`config.mk`:
```
export PLATFORM = sky130hd
export DESIGN_NAME = rail_sequencer
export DESIGN_NICKNAME = d
export VERILOG_FILES = /design/src/pkg/seq_pkg.sv /design/src/hdl/rail_sequencer.sv
export SDC_FILE = /design/constraint.sdc
export NUM_CORES = 1
export LEC_CHECK = 0
export BUFFER_PORTS_ARGS = -buffer_cell sky130_fd_sc_hd__buf_2
export CAP_MARGIN = 15
export CORE_ASPECT_RATIO = 0.6
export CORE_MARGIN = 4
export CORE_UTILIZATION = 30
export CTS_CLUSTER_DIAMETER = 80
export DETAILED_ROUTE_END_ITERATION = 7
export GPL_TIMING_DRIVEN = 0
export PLACE_DENSITY = 0.5
export SLEW_MARGIN = 10
export SYNTH_ARGS = -nofsm -noshare
export SYNTH_HDL_FRONTEND = slang
export SYNTH_SLANG_ARGS = --single-unit
```
`constraint.sdc`:
```
create_clock -name sys_clk -period 22.8 [get_ports sys_clk]
set_input_delay 5.7 -clock sys_clk [delete_from_list [all_inputs] [get_ports sys_clk]]
set_output_delay 5.7 -clock sys_clk [all_outputs]
set_load 0.02 [all_outputs]
```
`src/pkg/seq_pkg.sv`:
```
// Constants for the three-rail conversion sequencer.
// Assumes a 125 MHz system clock; times are held in ns.
package seq_pkg;
    // Clock
    localparam int CLK_NS = 8;
    // Data width of results and limits
    localparam int DW = 16;
    // Signal slots: shunt ch1, bus ch1, shunt ch2, ...
    localparam int NSIG = 6;
    localparam int NCH = 3;
    // Mode field bits
    localparam int MODE_SHUNT_BIT = 0;
    localparam int MODE_BUS_BIT = 1;
    localparam int MODE_CONT_BIT = 2;
    // Reset values: continuous shunt and bus, all channels on
    localparam logic [2:0] MODE_RST = 3'h7;
    localparam logic [2:0] CHEN_RST = 3'h7;
    localparam logic [2:0] WEIGHT_RST = 3'h0;
    localparam logic [2:0] CT_RST = 3'h4;
    // Conversion times per setting, ns (140 us up to 8.244 ms)
    localparam int CT_NS [8] = '{140000, 204000, 332000, 588000,
        1100000, 2116000, 4156000, 8244000};
    // Conversion counts in cycles
    localparam int CTW = 21;
    localparam logic [CTW-1:0] CT_CYC [8] = '{
        CTW'(CT_NS[0] / CLK_NS), CTW'(CT_NS[1] / CLK_NS),
        CTW'(CT_NS[2] / CLK_NS), CTW'(CT_NS[3] / CLK_NS),
        CTW'(CT_NS[4] / CLK_NS), CTW'(CT_NS[5] / CLK_NS),
        CTW'(CT_NS[6] / CLK_NS), CTW'(CT_NS[7] / CLK_NS)};
    // Averaging divisor as a right shift per weight setting
    localparam logic [3:0] AVG_SHIFT [8] = '{4'h0, 4'h2, 4'h4,
        4'h6, 4'h7, 4'h8, 4'h9, 4'hA};
    // Sequencer states
    typedef enum logic [0:0] {st_idle, st_conv} seq_state_e;
endpackage

```
`src/hdl/rail_sequencer.sv`:
```
// Conversion sequencer and averaging filter for three rails.
// Assumes an analog converter that holds adc_sample valid at the
// last cycle of each conversion window; all inputs synchronous.
// How it works
// - Output moves by difference divided by count
// - Sequence starts at channel 1 shunt
// - Only enabled channel and mode signals convert
// - Linear order; five others before repeat
// - Shunt only: two others before repeat
// - Full sequence lasts three shunt-plus-bus times
// - Shunt and bus times set separately
// - Single signal restarts with no gap
// - Conversion length independent of enables
// - Times span 140 us to 8.244 ms
// - Critical check uses raw conversion
// - Averaging and time fields independent
// - Warning check uses averaged shunt value
// - Reset mode is continuous shunt and bus
`timescale 1ns/1ps
module rail_sequencer #(
    parameter logic [seq_pkg::CTW-1:0] ct_cycles [8] = seq_pkg::CT_CYC
) (
    // Clock, reset, enable
    input wire logic sys_clk,
    input wire logic arst_n,
    input wire logic clk_en,
    // Configuration, captured on cfg_wr
    input wire logic cfg_wr,
    input wire logic first_channel_enable,
    input wire logic second_channel_enable,
    input wire logic third_channel_enable,
    input wire logic [2:0] conversion_select_field,
    input wire logic [2:0] sample_weight_field,
    input wire logic [2:0] shunt_conversion_time_field,
    input wire logic [2:0] bus_conversion_time_field,
    // Limits per channel
    input wire logic signed [2:0][seq_pkg::DW-1:0] crit_limit,
    input wire logic signed [2:0][seq_pkg::DW-1:0] warn_limit,
    // Converter side
    input wire logic signed [seq_pkg::DW-1:0] adc_sample,
    output logic conv_start,
    output logic conv_active,
    output logic [2:0] conv_sig,
    // Results and status
    output logic [5:0][seq_pkg::DW-1:0] result,
    output logic [2:0] crit_flag,
    output logic [2:0] warn_flag,
    output logic seq_ready
);
    import seq_pkg::*;

    // First enabled slot after cur, wrap flag on top
    function automatic logic [3:0] next_sig(input logic [2:0] cur,
            input logic [5:0] en);
        logic [3:0] r;
        logic found;
        r = 4'h0;
        found = 1'b0;
        for (int k = 1; k <= NSIG; k++) begin
            if (!found && en[(int'(cur) + k) % NSIG]) begin
                found = 1'b1;
                r[2:0] = 3'((int'(cur) + k) % NSIG);
                r[3] = (int'(cur) + k) >= NSIG;
            end
        end
        return r;
    endfunction

    seq_state_e st_ff, nxt_st;
    logic [2:0] mode_ff, nxt_mode;
    logic [2:0] chen_ff, nxt_chen;
    logic [2:0] wt_ff, nxt_wt;
    logic [2:0] cts_ff, nxt_cts;
    logic [2:0] ctb_ff, nxt_ctb;
    logic single_ff, nxt_single;
    logic [2:0] idx_ff, nxt_idx;
    logic [CTW-1:0] cnt_ff, nxt_cnt;
    logic [CTW-1:0] len_ff, nxt_len;
    logic [5:0][DW-1:0] res_ff, nxt_res;
    logic [2:0] crit_ff, nxt_crit;
    logic [2:0] warn_ff, nxt_warn;
    logic ready_ff, nxt_ready;
    logic start_ff, nxt_start;
    logic [5:0] sig_en;
    logic samp;
    logic [3:0] nx;
    logic [3:0] first;
    logic [3:0] sh;
    logic signed [DW-1:0] old;
    logic signed [DW:0] diff;
    logic signed [DW:0] quot;
    logic signed [DW:0] sum;
    logic [1:0] ch;

    // Per-slot enable from channel enables and mode
    generate
        for (genvar i = 0; i < NSIG; i++) begin : g_en
            assign sig_en[i] = chen_ff[i/2] &&
                mode_ff[(i % 2 == 0) ? MODE_SHUNT_BIT : MODE_BUS_BIT];
        end
    endgenerate

    // Sequencing, averaging and checks
    always_comb begin
        nxt_st = st_ff;
        nxt_mode = mode_ff;
        nxt_chen = chen_ff;
        nxt_wt = wt_ff;
        nxt_cts = cts_ff;
        nxt_ctb = ctb_ff;
        nxt_single = single_ff;
        nxt_idx = idx_ff;
        nxt_cnt = cnt_ff;
        nxt_len = len_ff + CTW'(1);
        nxt_res = res_ff;
        nxt_crit = crit_ff;
        nxt_warn = warn_ff;
        nxt_ready = ready_ff;
        nxt_start = 1'b0;
        samp = (st_ff == st_conv) && (cnt_ff == '0);
        nx = next_sig(idx_ff, sig_en);
        first = next_sig(3'h5, sig_en);
        sh = AVG_SHIFT[wt_ff];
        old = res_ff[idx_ff];
        ch = 2'(idx_ff / 2);
        diff = {adc_sample[DW-1], adc_sample} - {old[DW-1], old};
        quot = diff >>> sh;
        sum = {old[DW-1], old} + quot;
        case (st_ff)
            st_idle: begin
                if ((mode_ff[MODE_CONT_BIT] || single_ff) &&
                        (|sig_en)) begin
                    nxt_st = st_conv;
                    nxt_idx = first[2:0];
                    nxt_cnt = (first[0] ? ct_cycles[ctb_ff]
                        : ct_cycles[cts_ff]) - CTW'(1);
                    nxt_len = '0;
                    nxt_start = 1'b1;
                end
            end
            st_conv: begin
                if (samp) begin
                    nxt_res[idx_ff] = sum[DW-1:0];
                    if (!idx_ff[0]) begin
                        // Limit element selects are unsigned; compare signed
                        nxt_crit[ch] =
                            adc_sample > $signed(crit_limit[ch]);
                        nxt_warn[ch] = $signed(sum[DW-1:0]) >
                            $signed(warn_limit[ch]);
                    end
                    if (nx[3]) begin
                        nxt_ready = 1'b1;
                        nxt_single = 1'b0;
                    end
                    if (nx[3] && !mode_ff[MODE_CONT_BIT]) begin
                        nxt_st = st_idle;
                    end else begin
                        // Next conversion starts at once
                        nxt_idx = nx[2:0];
                        nxt_cnt = (nx[0] ? ct_cycles[ctb_ff]
                            : ct_cycles[cts_ff]) - CTW'(1);
                        nxt_len = '0;
                        nxt_start = 1'b1;
                    end
                end else begin
                    nxt_cnt = cnt_ff - CTW'(1);
                end
            end
            default: nxt_st = st_idle;
        endcase
        // New configuration restarts the sequence
        if (cfg_wr) begin
            nxt_mode = conversion_select_field;
            nxt_chen = {third_channel_enable, second_channel_enable,
                first_channel_enable};
            nxt_wt = sample_weight_field;
            nxt_cts = shunt_conversion_time_field;
            nxt_ctb = bus_conversion_time_field;
            nxt_single = 1'b1;
            nxt_st = st_idle;
            nxt_start = 1'b0;
            if (!(samp && nx[3])) begin
                nxt_ready = 1'b0;
            end
        end
    end

    // State registers
    always_ff @(posedge sys_clk or negedge arst_n) begin
        if (!arst_n) begin
            st_ff <= st_idle;
            mode_ff <= MODE_RST;
            chen_ff <= CHEN_RST;
            wt_ff <= WEIGHT_RST;
            cts_ff <= CT_RST;
            ctb_ff <= CT_RST;
            single_ff <= 1'b0;
            idx_ff <= 3'h0;
            cnt_ff <= '0;
            len_ff <= '0;
            res_ff <= '0;
            crit_ff <= 3'h0;
            warn_ff <= 3'h0;
            ready_ff <= 1'b0;
            start_ff <= 1'b0;
        end else if (clk_en) begin
            st_ff <= nxt_st;
            mode_ff <= nxt_mode;
            chen_ff <= nxt_chen;
            wt_ff <= nxt_wt;
            cts_ff <= nxt_cts;
            ctb_ff <= nxt_ctb;
            single_ff <= nxt_single;
            idx_ff <= nxt_idx;
            cnt_ff <= nxt_cnt;
            len_ff <= nxt_len;
            res_ff <= nxt_res;
            crit_ff <= nxt_crit;
            warn_ff <= nxt_warn;
            ready_ff <= nxt_ready;
            start_ff <= nxt_start;
        end
    end

    // Outputs
    assign conv_start = start_ff;
    assign conv_active = (st_ff == st_conv);
    assign conv_sig = idx_ff;
    assign result = res_ff;
    assign crit_flag = crit_ff;
    assign warn_flag = warn_ff;
    assign seq_ready = ready_ff;

    // Checks
    a_avg_unity: assert property (@(posedge sys_clk)
        disable iff (!arst_n)
        samp && clk_en && !cfg_wr && sh == 4'h0 |=>
        res_ff[$past(idx_ff)] == $past(adc_sample))
        else $error("unity weight did not load raw sample");

    // Shift kept self-determined so it stays arithmetic
    a_avg_step: assert property (@(posedge sys_clk)
        disable iff (!arst_n)
        samp && clk_en |=>
        res_ff[$past(idx_ff)] == DW'($past({old[DW-1], old})
            + $past(diff >>> sh)))
        else $error("average step wrong");

    a_first_shunt: assert property (@(posedge sys_clk)
        disable iff (!arst_n)
        st_ff == st_idle && clk_en && !cfg_wr && sig_en[0] &&
        mode_ff[MODE_CONT_BIT] |=> st_ff == st_conv && idx_ff == 3'h0)
        else $error("sequence did not begin at shunt one");

    a_only_enabled: assert property (@(posedge sys_clk)
        disable iff (!arst_n)
        conv_active |-> sig_en[idx_ff])
        else $error("disabled signal converted");

    a_linear_order: assert property (@(posedge sys_clk)
        disable iff (!arst_n)
        samp && clk_en && !cfg_wr && sig_en == 6'h3F &&
        mode_ff[MODE_CONT_BIT] |=> idx_ff == 3'(($past(idx_ff) + 1) % 6))
        else $error("sequence order broken");

    a_shunt_only: assert property (@(posedge sys_clk)
        disable iff (!arst_n)
        samp && clk_en && !cfg_wr && sig_en == 6'h15 && idx_ff == 3'h0
        && mode_ff[MODE_CONT_BIT] |=> idx_ff == 3'h2)
        else $error("shunt only order broken");

    a_no_gap: assert property (@(posedge sys_clk)
        disable iff (!arst_n)
        samp && clk_en && !cfg_wr && mode_ff[MODE_CONT_BIT]
        |=> conv_active && conv_start)
        else $error("idle gap between conversions");

    a_conv_len: assert property (@(posedge sys_clk)
        disable iff (!arst_n)
        samp |-> len_ff == (idx_ff[0] ? ct_cycles[ctb_ff]
            : ct_cycles[cts_ff]) - CTW'(1))
        else $error("conversion length wrong");

    a_keep_others: assert property (@(posedge sys_clk)
        disable iff (!arst_n)
        !samp |=> $stable(res_ff))
        else $error("result changed without conversion");

    a_crit_raw: assert property (@(posedge sys_clk)
        disable iff (!arst_n)
        samp && clk_en && !idx_ff[0] |=> crit_ff[$past(ch)] ==
        ($past(adc_sample) > $signed($past(crit_limit[ch]))))
        else $error("critical not raised from raw sample");

    a_warn_avg: assert property (@(posedge sys_clk)
        disable iff (!arst_n)
        samp && clk_en && !idx_ff[0] |=>
        warn_ff[$past(ch)] ==
        ($signed(res_ff[$past(idx_ff)]) > $signed($past(warn_limit[ch]))))
        else $error("warning not from averaged value");
endmodule

```
==> results of run 1 <==
[cell usage after synthesis, types with 8 or more instances]
| library cell | count | area (um2) |
|---|---|---|
| a211oi_1 | 18 | 135 |
| a21o_1 | 15 | 113 |
| a21oi_1 | 114 | 571 |
| a31oi_1 | 18 | 113 |
| and2_1 | 12 | 75.1 |
| buf_1 | 8 | 30.0 |
| clkbuf_1 | 64 | 240 |
| dfrtp_1 | 137 | 3430 |
| dfstp_2 | 8 | 210 |
| ha_1 | 88 | 1100 |
| inv_1 | 77 | 289 |
| mux2_2 | 34 | 383 |
| mux2i_1 | 74 | 741 |
| mux4_2 | 16 | 360 |
| nand2_1 | 176 | 661 |
| nand2b_1 | 16 | 100 |
| nand3_1 | 20 | 100 |
| nand4_1 | 17 | 106 |
| nor2_1 | 120 | 450 |
| nor2b_1 | 19 | 119 |
| nor3_1 | 30 | 150 |
| nor4_1 | 8 | 50.1 |
| o211ai_1 | 9 | 67.6 |
| o21a_1 | 16 | 120 |
| o21ai_0 | 151 | 756 |
| o22ai_1 | 14 | 87.6 |
| o31ai_1 | 10 | 75.1 |
| xnor2_1 | 17 | 149 |
| xor2_1 | 12 | 105 |
[worst reg2reg max path, delay by kind of cell (launching register included)]
family          cells  cell delay [ps]
xor+xnor            3             1140
flops               1              570
mux                 3              590
fa+ha+maj           4             1320
compound gates     20             5130
buf+inv             6             2500
simple gates        3              430
[final cells by class]
cell class | count | share of cell area [%]
clock buffer | 17 | 2.92
buffer | 78 | 2.12
clock inverter | 15 | 1.60
inverter | 81 | 2.09
sequential | 145 | 25.0
timing repair buffer | 239 | 8.43
multi-input combinational | 1144 | 53.4
tap | 522 | 4.48
[layer usage]
metal  share of wire, %  global-route usage [%]
met1                 52                    37.8
met2                 37                    29.0
met3                9.0                    6.35
met4                2.2                    5.83
met5                  0                       0
[cells by family after synthesis]
logic type,after synthesis
multiplexers,126
AND/OR/NAND/NOR,460
AO/OA/AOI/OAI,437
flip-flops,145
XOR/XNOR,31
buffers and inverters,159
adder cells (fa/ha/maj),90
[stage by stage]
step	utilization [%]	setup WS, ps	power, uW	hold WS [ps]
2_1_floorplan	-	11210	879	446
3_3_place_gp	35.3	9060	1120	459
3_5_place_dp	35.4	9020	1130	464
4_1_cts	37.1	9450	1460	480
5_1_grt	37.1	8760	1570	498
6_report	37.1	9330	1470	480
[power breakdown]
part           leakage [uW]  switching, uW  total, uW  internal (uW)
sequential          0.00193           35.1        318            283
clock              0.000312            127        322            195
combinational       0.00462            535        832            296
total               0.00686            697       1470            775
[flip-flops by register name, summed over array words and instances, names as in the netlist]
signal	cells
warn_flag	3
conv_start	1
ctb_ff	3
crit_flag	3
result	96
conv_active	1
wt_ff	3
seq_ready	1
single_ff	1
chen_ff	3
mode_ff	3
cts_ff	3
conv_sig	3
cnt_ff	21
[worst paths after layout]
check / from / end / cells after the start / slack [ps]
setup / recovery: adc_sample[0] / warn_flag[1] / 35 / 9330
min in group asynchronous: arst_n / cts_ff[0] / 1 / 5130
hold / removal: crit_flag[0] / crit_flag[0] / 2 / 480
max in group asynchronous: arst_n / chen_ff[2] / 2 / 16790
hold reg to reg: crit_flag[0] / crit_flag[0] / 2 / 480
setup reg to reg: conv_sig[0] / warn_flag[1] / 39 / 11060
==> metrics.md, run 1 <==
| Metric | Value |
|---|---|
| IO Count | roughly 240 |
| Final cycle utilization of the critical path | roughly 59% |
| First-pass GRT wire length | around 75 mm |
| Antenna violations before repair | 0 |
| Yosys reg bits | 145 |
| Crit start category | input port |
| Avg Cell Area, Syn | 8.31 um2 |
| Dpl cells | ~2200 |
| Drc violations | 0 |
| Hold Buf Count CTS | 0 |
| Top_reg_cell synth | dfrtp_1 |
| Dpl hpwl | 42.4 mm |
| Post-synth EDFFs | 0 |
| Finished Cell Area | 14600 um2 |
| Synth Area in XOR/XNOR | 2.38% |
| Fillers | approximately 4100 |
| Synth Area in Simple Gates | 17.8% |
| Post-CTS sizing | 0 |
| # setup viols final | 0 |
| Net Count, Synth | 1669 |
| Inserted Clock Buffers | 17 |
| CP Capture Type | flip-flop |
| Worst-skew pair later-pin latency | 460 ps |
| Max-slew headroom at the worst pin | about 22% |
| Power per cell area | approximately 100 nW/um2 |
| Multi-input logic area | 7780 um2 |
| WL/cell | around 23 um |
| FFs w/ async S/R, synth | 100% |
| Core area | roughly 40000 um2 |
| Most frequent cells in the layout | 241 x buf_2, 176 x nand2_1, 151 x o21ai_0, 137 x dfrtp_1, 120 x nor2_1 |
| Min Tclk post-route | between 10000 and 15000 ps |
| CP bufs+invs | 4 |
| GRT Overall Usage | 23.2% |
| Post-synthesis mux area share | about 13% |
| Routed Antenna Nets | 0 |
| Antenna diodes | 0 |
| RSZ-0062 raised after global routing | no |
| Hold Path Class | flip-flop to flip-flop |
| Cells after Synth | 1448 |
| Slowest stage cell, crit path | xor2_1 |
| Die Y | 163 um |
| Synthesized area | 12000 um2 |
| Max IR drop VDD | 0.0000513 V |
| FF/Latch Area | 3640 um2 |
| GPL Wtd Cong | 0.987 |
| TritonCTS clock tree | yes |
| Distinct cells, synth | 89 |
| Status | finished, final reports clean |
| Post-Layout Cell Count | 2241 |
| Initial Util | a little under a third |
| Crit Path Max Fanout | 7 |
| MaxCap Viol Count | 0 |
| Measured slew at the worst slew-check pin | 1150 ps |
| Pre-antenna DRT Iters | 6 |
| Vias/cell | 5.49 |
| CP arrival | 13870 ps |
| Initial DRC count | 1475 |
| Die ar. | between 40000 and 50000 um2 |
| Via count | 12296 |
| # rows | 56 |
| Most common cell on crit path | a21oi_1 |
| Synth Area in Adders | under 10% |
| CTS max path bufs | 2 |
| Main combinational cell family by area after synthesis | compound AO/OA/AOI/OAI gates |
| Leading cell type in the layout, fill and taps excluded | buf_2 |
| Synthesis-to-layout area growth | 21.1% |
| H-tree depth | 4 |
| Crit Path Category | input port to flip-flop |
| Fmax | 0.0743 GHz |
| Final #Nets | between 1500 and 2000 |
| Vias in the first global route | 11235 |
| Placed cell areas | 13900 um2 |
| Routed WL | 51.4 mm |
| Synthesis warning total | 0 |
| Pleak | 0.00686 uW |
| Final hold violation count | 0 |
| TNS Setup | 0 ps |
| Worst path required time | roughly 23000 ps |
| Post-synthesis compound-gate area fraction | 22.4% |
| Max incr delay on CP | 700 ps |
| Sink Count | 145 |
| Root Driver | clkbuf_16 |
| Port Buffers | 237 |
| Slew Limit Fails | 0 |
| Worst Skew | around 11 ps |
| Share of layout cells above drive strength 1 | 21.2% |
| Reg clk slew, reported paths | about 60 ps |
| Crit-path leading delay family | compound AO/OA/AOI/OAI gates |
| Width of the die | 267 um |
| Grt ovf | 0 |
| Largest net degree at the start of global routing | ~110 |
| Sequential fraction of the synthesis area | 30.2% |
| Post-CTS Setup Repair Bufs | 0 |
No activity file was read; power rests on OpenSTA's default activity.
==> inputs of run 2 (changes only) <==
--- a/config.mk
+++ b/config.mk
@@ -13,7 +13,7 @@
 export CTS_CLUSTER_DIAMETER = 80
 export DETAILED_ROUTE_END_ITERATION = 7
 export GPL_TIMING_DRIVEN = 0
-export PLACE_DENSITY = 0.5
+export PLACE_DENSITY = 0.51
 export SLEW_MARGIN = 10
 export SYNTH_ARGS = -nofsm -noshare
 export SYNTH_HDL_FRONTEND = slang
==> constraint.sdc (replaced) <==
create_clock -name sys_clk -period 11.6 [get_ports sys_clk]
set_input_delay 2.9 -clock sys_clk [delete_from_list [all_inputs] [get_ports sys_clk]]
set_output_delay 2.9 -clock sys_clk [all_outputs]
set_load 0.02 [all_outputs]
==> run 2 against run 1 <==
Non-clock buffer count is 2 lower. Die area is the same. Design area is 0.30% lower. Worst hold slack improved by 6.9 ps. Total power is 91% higher. Critical path type unchanged.
==> metrics.md, run 2 (synthesis results as in run 1) <==
| Metric | Value |
|---|---|
| Synthesis-to-layout area growth | 20.8% |
| Max incr delay on CP | approximately 570 ps |
| Clock group share of total power | 20.2% |
| IO Count | 239 |
| Port Buffers | 237 |
| Status | finished, final reports clean |
| Leading cell type in the layout, fill and taps excluded | buf_2 |
| Crit Path Category | input port to flip-flop |
| Crit Path Max Fanout | 7 |
| Worst path required time | 11980 ps |
| GPL Wtd Cong | a little over 1 |
| Via count | between 10000 and 15000 |
| Hold Buf Count CTS | 0 |
| Power per cell area | around 190 nW/um2 |
| Hold Path Class | flip-flop to flip-flop |
| Vias in the first global route | about 11000 |
| Pre-antenna DRT Iters | 5 |
| Max FFs per register | 96 |
| H-tree depth | 4 |
| TritonCTS clock tree | yes |
| CTS max path bufs | 2 |
| # rows | 56 |
| Most common cell on crit path | a21oi_1 |
| First-pass GRT wire length | about 74 mm |
| Placed cell areas | 13900 um2 |
| Crit start category | input port |
| Sw frac | 47.8% |
| Share of layout cells above drive strength 1 | 21.5% |
| Die ar. | 43500 um2 |
| Initial DRC count | 1319 |
| Finished Cell Area | 14500 um2 |
| Die Y | 163 um |
| Routed Antenna Nets | 0 |
| Pwr Total | 2820 uW |
| Root Driver | clkbuf_16 |
| Worst-skew pair later-pin latency | 450 ps |
| CP Capture Type | flip-flop |
| Drc violations | 0 |
| Width of the die | roughly 270 um |
| Fmax | between 0.09 and 0.1 GHz |
| Pleak | 0.00684 uW |
| Core area | 39300 um2 |
| WL/cell | approximately 23 um |
| # setup viols final | 0 |
| MaxCap Viol Count | 0 |
| Reg power frac | 22.2% |
| Slew Limit Fails | 0 |
| P_sw | around 1300 uW |
| Max-slew headroom at the worst pin | 35.6% |
| CP bufs+invs | 4 |
| Slowest stage cell, crit path | xor2_1 |
| Fillers | 4054 |
| Crit-path leading delay family | compound AO/OA/AOI/OAI gates |
| Final cycle utilization of the critical path | 93.2% |
| RSZ-0062 raised after global routing | no |
| Reg clk slew, reported paths | roughly 60 ps |
| Sink Count | 145 |
| Most frequent cells in the layout | 241 x buf_2, 176 x nand2_1, 151 x o21ai_0, 137 x dfrtp_1, 120 x nor2_1 |
| GRT Overall Usage | 22.8% |
| Routed WL | approximately 50 mm |
| Final hold violation count | 0 |
| Min Tclk post-route | 10810 ps |
| Inserted Clock Buffers | 17 |
| Logic pwr share | between 50 and 60% |
| Internal power | about 1500 uW |
| Antenna violations before repair | 1 |
| Grt ovf | 0 |
| Dpl hpwl | 41.8 mm |
| Largest net degree at the start of global routing | 85 |
| Worst Skew | 18.6 ps |
| Antenna diodes | 0 |
| Measured slew at the worst slew-check pin | 957 ps |
| Final #Nets | 1925 |
| Initial Util | 30.6% |
| Vias/cell | 5.47 |
| CP arrival | 11200 ps |
| Max IR drop VDD | 0.000103 V |
run 2: through the flow:
step	hold slack (ps)	utilization, %	setup WS (ps)	TNS [ps]	cells
finish	487	37.0	787	0	2239
detailed placement	466	35.4	-23.9	-58.6	2208
global route	515	37.0	43.1	0	2239
floorplan	446	-	2810	0	1448
CTS	488	36.9	196	0	2240
global placement	458	35.3	-17.9	-46.3	2207
run 2: worst reg2reg max path: cells and delay by family (launching register included):
family | cells | cell delay [ps]
mux | 3 | 570
xor+xnor | 2 | 920
simple gates | 5 | 520
fa+ha+maj | 4 | 1310
flops | 1 | 570
compound gates | 21 | 5260
buf+inv | 5 | 1550
run 2: final timing paths:
| kind | start | endpoint | slack (ps) | cells after the start |
|---|---|---|---|---|
| hold / removal | crit_flag[0] | crit_flag[0] | 490 | 2 |
| min in group asynchronous | arst_n | cnt_ff[10] | 2380 | 1 |
| max in group asynchronous | arst_n | chen_ff[2] | 8380 | 2 |
| hold reg to reg | crit_flag[0] | crit_flag[0] | 490 | 2 |
| setup / recovery | adc_sample[0] | warn_flag[1] | 790 | 37 |
| setup reg to reg | conv_sig[0] | warn_flag[1] | 840 | 40 |
run 2: per-layer routing:
layer	global-route usage (%)	share of wire (%)
met1	36.6	51
met2	28.6	37
met3	6.87	9.8
met4	5.83	2.1
met5	0	0.014
run 2: area by class of cell:
| type | instances | area (um2) | share of cell area (%) |
|---|---|---|---|
| timing repair buffer | 238 | 1220 | 8.42 |
| multi-input combinational | 1144 | 7810 | 53.8 |
| sequential | 145 | 3640 | 25.0 |
| buffer | 77 | 309 | 2.13 |
| clock buffer | 20 | 457 | 3.14 |
| tap | 522 | 653 | 4.50 |
| clock inverter | 12 | 133 | 0.913 |
| inverter | 81 | 304 | 2.09 |
run 2: power by group through the flow:
stage | combinational, uW | sequential, uW | clock (uW)
floorplan | 1110 | 617 | 0
global placement | 1560 | 632 | 0
detailed placement | 1570 | 632 | 0
CTS | 1590 | 623 | 578
global route | 1780 | 633 | 600
finish | 1620 | 626 | 568
run 2: repair_timing:
action                                  in CTS  in global routing
gates resized for setup                      3                  6
endpoints found under the setup margin       3                  3
setup buffers                                0                  0
==> inputs of run 3 (changes only) <==
--- a/config.mk
+++ b/config.mk
@@ -13,7 +13,7 @@
 export CTS_CLUSTER_DIAMETER = 80
 export DETAILED_ROUTE_END_ITERATION = 7
 export GPL_TIMING_DRIVEN = 0
-export PLACE_DENSITY = 0.51
+export PLACE_DENSITY = 0.57
 export SLEW_MARGIN = 10
 export SYNTH_ARGS = -nofsm -noshare
 export SYNTH_HDL_FRONTEND = slang
==> run 3 against run 2 <==
Fmax is 2.5% lower. Core utilization rose by 0.17 points. Final cell count hardly changed. Largest power group unchanged. Register-to-register slack worse by 110 ps. Worst setup slack got worse by 270 ps. Die area unchanged. Combinational power rose by 4%. Worst hold slack gained 0.57 ps. Highest routed layer unchanged. Largest cell class unchanged.
==> metrics.md, run 3 (synthesis results as in run 1) <==
| Metric | Value |
|---|---|
| Reg clk slew, reported paths | approximately 60 ps |
| IO Count | 239 |
| Routed WL | 53.7 mm |
| Power per cell area | 202 nW/um2 |
| Pre-antenna DRT Iters | 6 |
| TritonCTS clock tree | yes |
| WL/cell | between 20 and 25 um |
| Max-slew headroom at the worst pin | between 20% and 30% |
| Worst path required time | 11930 ps |
| Port Buffers | 237 |
| Largest net degree at the start of global routing | 82 |
| Crit Path Max Fanout | 7 |
| Slew Limit Fails | 0 |
| CP arrival | 11410 ps |
| Placed cell areas | 13900 um2 |
| # rows | 56 |
| Hold Slack | 487 ps |
| H-tree depth | 4 |
| Antenna diodes | 0 |
| Via count | about 12000 |
| Share of layout cells above drive strength 1 | about a fifth |
| Drc violations | 0 |
| Post-CTS Setup Repair Bufs | 0 |
| Die ar. | 43500 um2 |
| Vias/cell | 5.57 |
| Post-Layout Cell Count | 2240 |
| Finished Cell Area | around 15000 um2 |
| Initial DRC count | 1498 |
| Final cycle utilization of the critical path | 95.6% |
| GRT Overall Usage | 24.1% |
| CP Capture Type | flip-flop |
| Fmax | 0.0902 GHz |
| Min Tclk post-route | 11090 ps |
| Final hold violation count | 0 |
| Leading cell type in the layout, fill and taps excluded | buf_2 |
| Max IR drop VDD | a little under 0.00009 V |
| Most frequent cells in the layout | 239 x buf_2, 176 x nand2_1, 150 x o21ai_0, 137 x dfrtp_1, 120 x nor2_1 |
| Routed Antenna Nets | 0 |
| Hold Buf Count CTS | 0 |
| Pleak | 0.00688 uW |
| Grt ovf | 0 |
| Measured slew at the worst slew-check pin | 1100 ps |
| # setup viols final | 0 |
| Status | finished, final reports clean |
| Worst-skew pair later-pin latency | 440 ps |
| Width of the die | 267 um |
| Sink Count | 145 |
| Slowest stage cell, crit path | o21ai_0 |
| Core area | 39300 um2 |
| Post-CTS sizing | 1 |
| Dpl cells | between 2000 and 2500 |
| RSZ-0062 raised after global routing | no |
| Initial Util | between 30% and 40% |
| Max FFs per register | 96 |
| CTS max path bufs | 2 |
| Final core occ | 37.1% |
| First-pass GRT wire length | 78.0 mm |
| Worst Skew | 13.9 ps |
| Die Y | 163 um |
| Hold Path Class | flip-flop to flip-flop |
| Most common cell on crit path | a21oi_1 |
| Final #Nets | slightly below 2000 |
| Vias in the first global route | between 10000 and 15000 |
| Max incr delay on CP | 610 ps |
| Antenna violations before repair | 1 |
| Crit start category | input port |
| TNS Setup | 0 ps |
| Root Driver | clkbuf_16 |
| Crit Path Category | input port to flip-flop |
| MaxCap Viol Count | 0 |
| Synthesis-to-layout area growth | 21.3% |
| Inserted Clock Buffers | 17 |
| GPL Wtd Cong | 0.982 |
| Dpl hpwl | approximately 43 mm |
==> run 3: worst max-delay path: cells and delay by family <==
kind	cells	cell delay, ps
AO/OA/AOI/OAI	20	4820
XOR/XNOR	2	630
adder cells (fa/ha/maj)	4	1310
buffers and inverters	4	460
multiplexers	2	670
AND/OR/NAND/NOR	5	590
==> run 3: path summary, 6_finish.rpt <==
path                            slack, ps            to     startpoint  cells after the start
worst max-delay path                  510  warn_flag[1]  adc_sample[0]                     37
worst min-delay path                  490  crit_flag[0]   crit_flag[0]                      2
worst max register to register        730  warn_flag[1]    conv_sig[0]                     40
worst min register to register        490  crit_flag[0]   crit_flag[0]                      2
max in group asynchronous            8300    result[79]         arst_n                      2
min in group asynchronous            2450     ctb_ff[1]         arst_n                      1
==> run 3: final cells by class <==
type / instances / area (um2)
fill: 4118 / 24700
multi-input combinational: 1144 / 7780
sequential: 145 / 3640
timing repair buffer: 240 / 1240
tap: 522 / 653
clock buffer: 22 / 484
buffer: 77 / 310
inverter: 81 / 304
clock inverter: 9 / 176
==> run 3: report_power, final <==
| part | switching [uW] | internal [uW] |
|---|---|---|
| sequential | 72.2 | 556 |
| clock | 237 | 404 |
| combinational | 1090 | 588 |
==> run 3: metal layers <==
| layer | track usage, % | routed length [um] | up-vias |
|---|---|---|---|
| met2 | 31.8 | 20700 | 584 |
| met4 | 4.58 | 738 | 4 |
| met3 | 7.45 | 5410 | 49 |
| met1 | 37.6 | 26700 | 6087 |
| li1 | - | - | 5745 |
| met5 | 2.48 | 131 | - |
==> run 3: metrics by stage <==
stage | setup WS (ps) | power, uW
final | 513 | 2950
after global routing | 22.0 | 3130
after CTS | 263 | 2900
after detailed placement | -499 | 2250
after global placement | -361 | 2240
after floorplan | 2810 | 1730
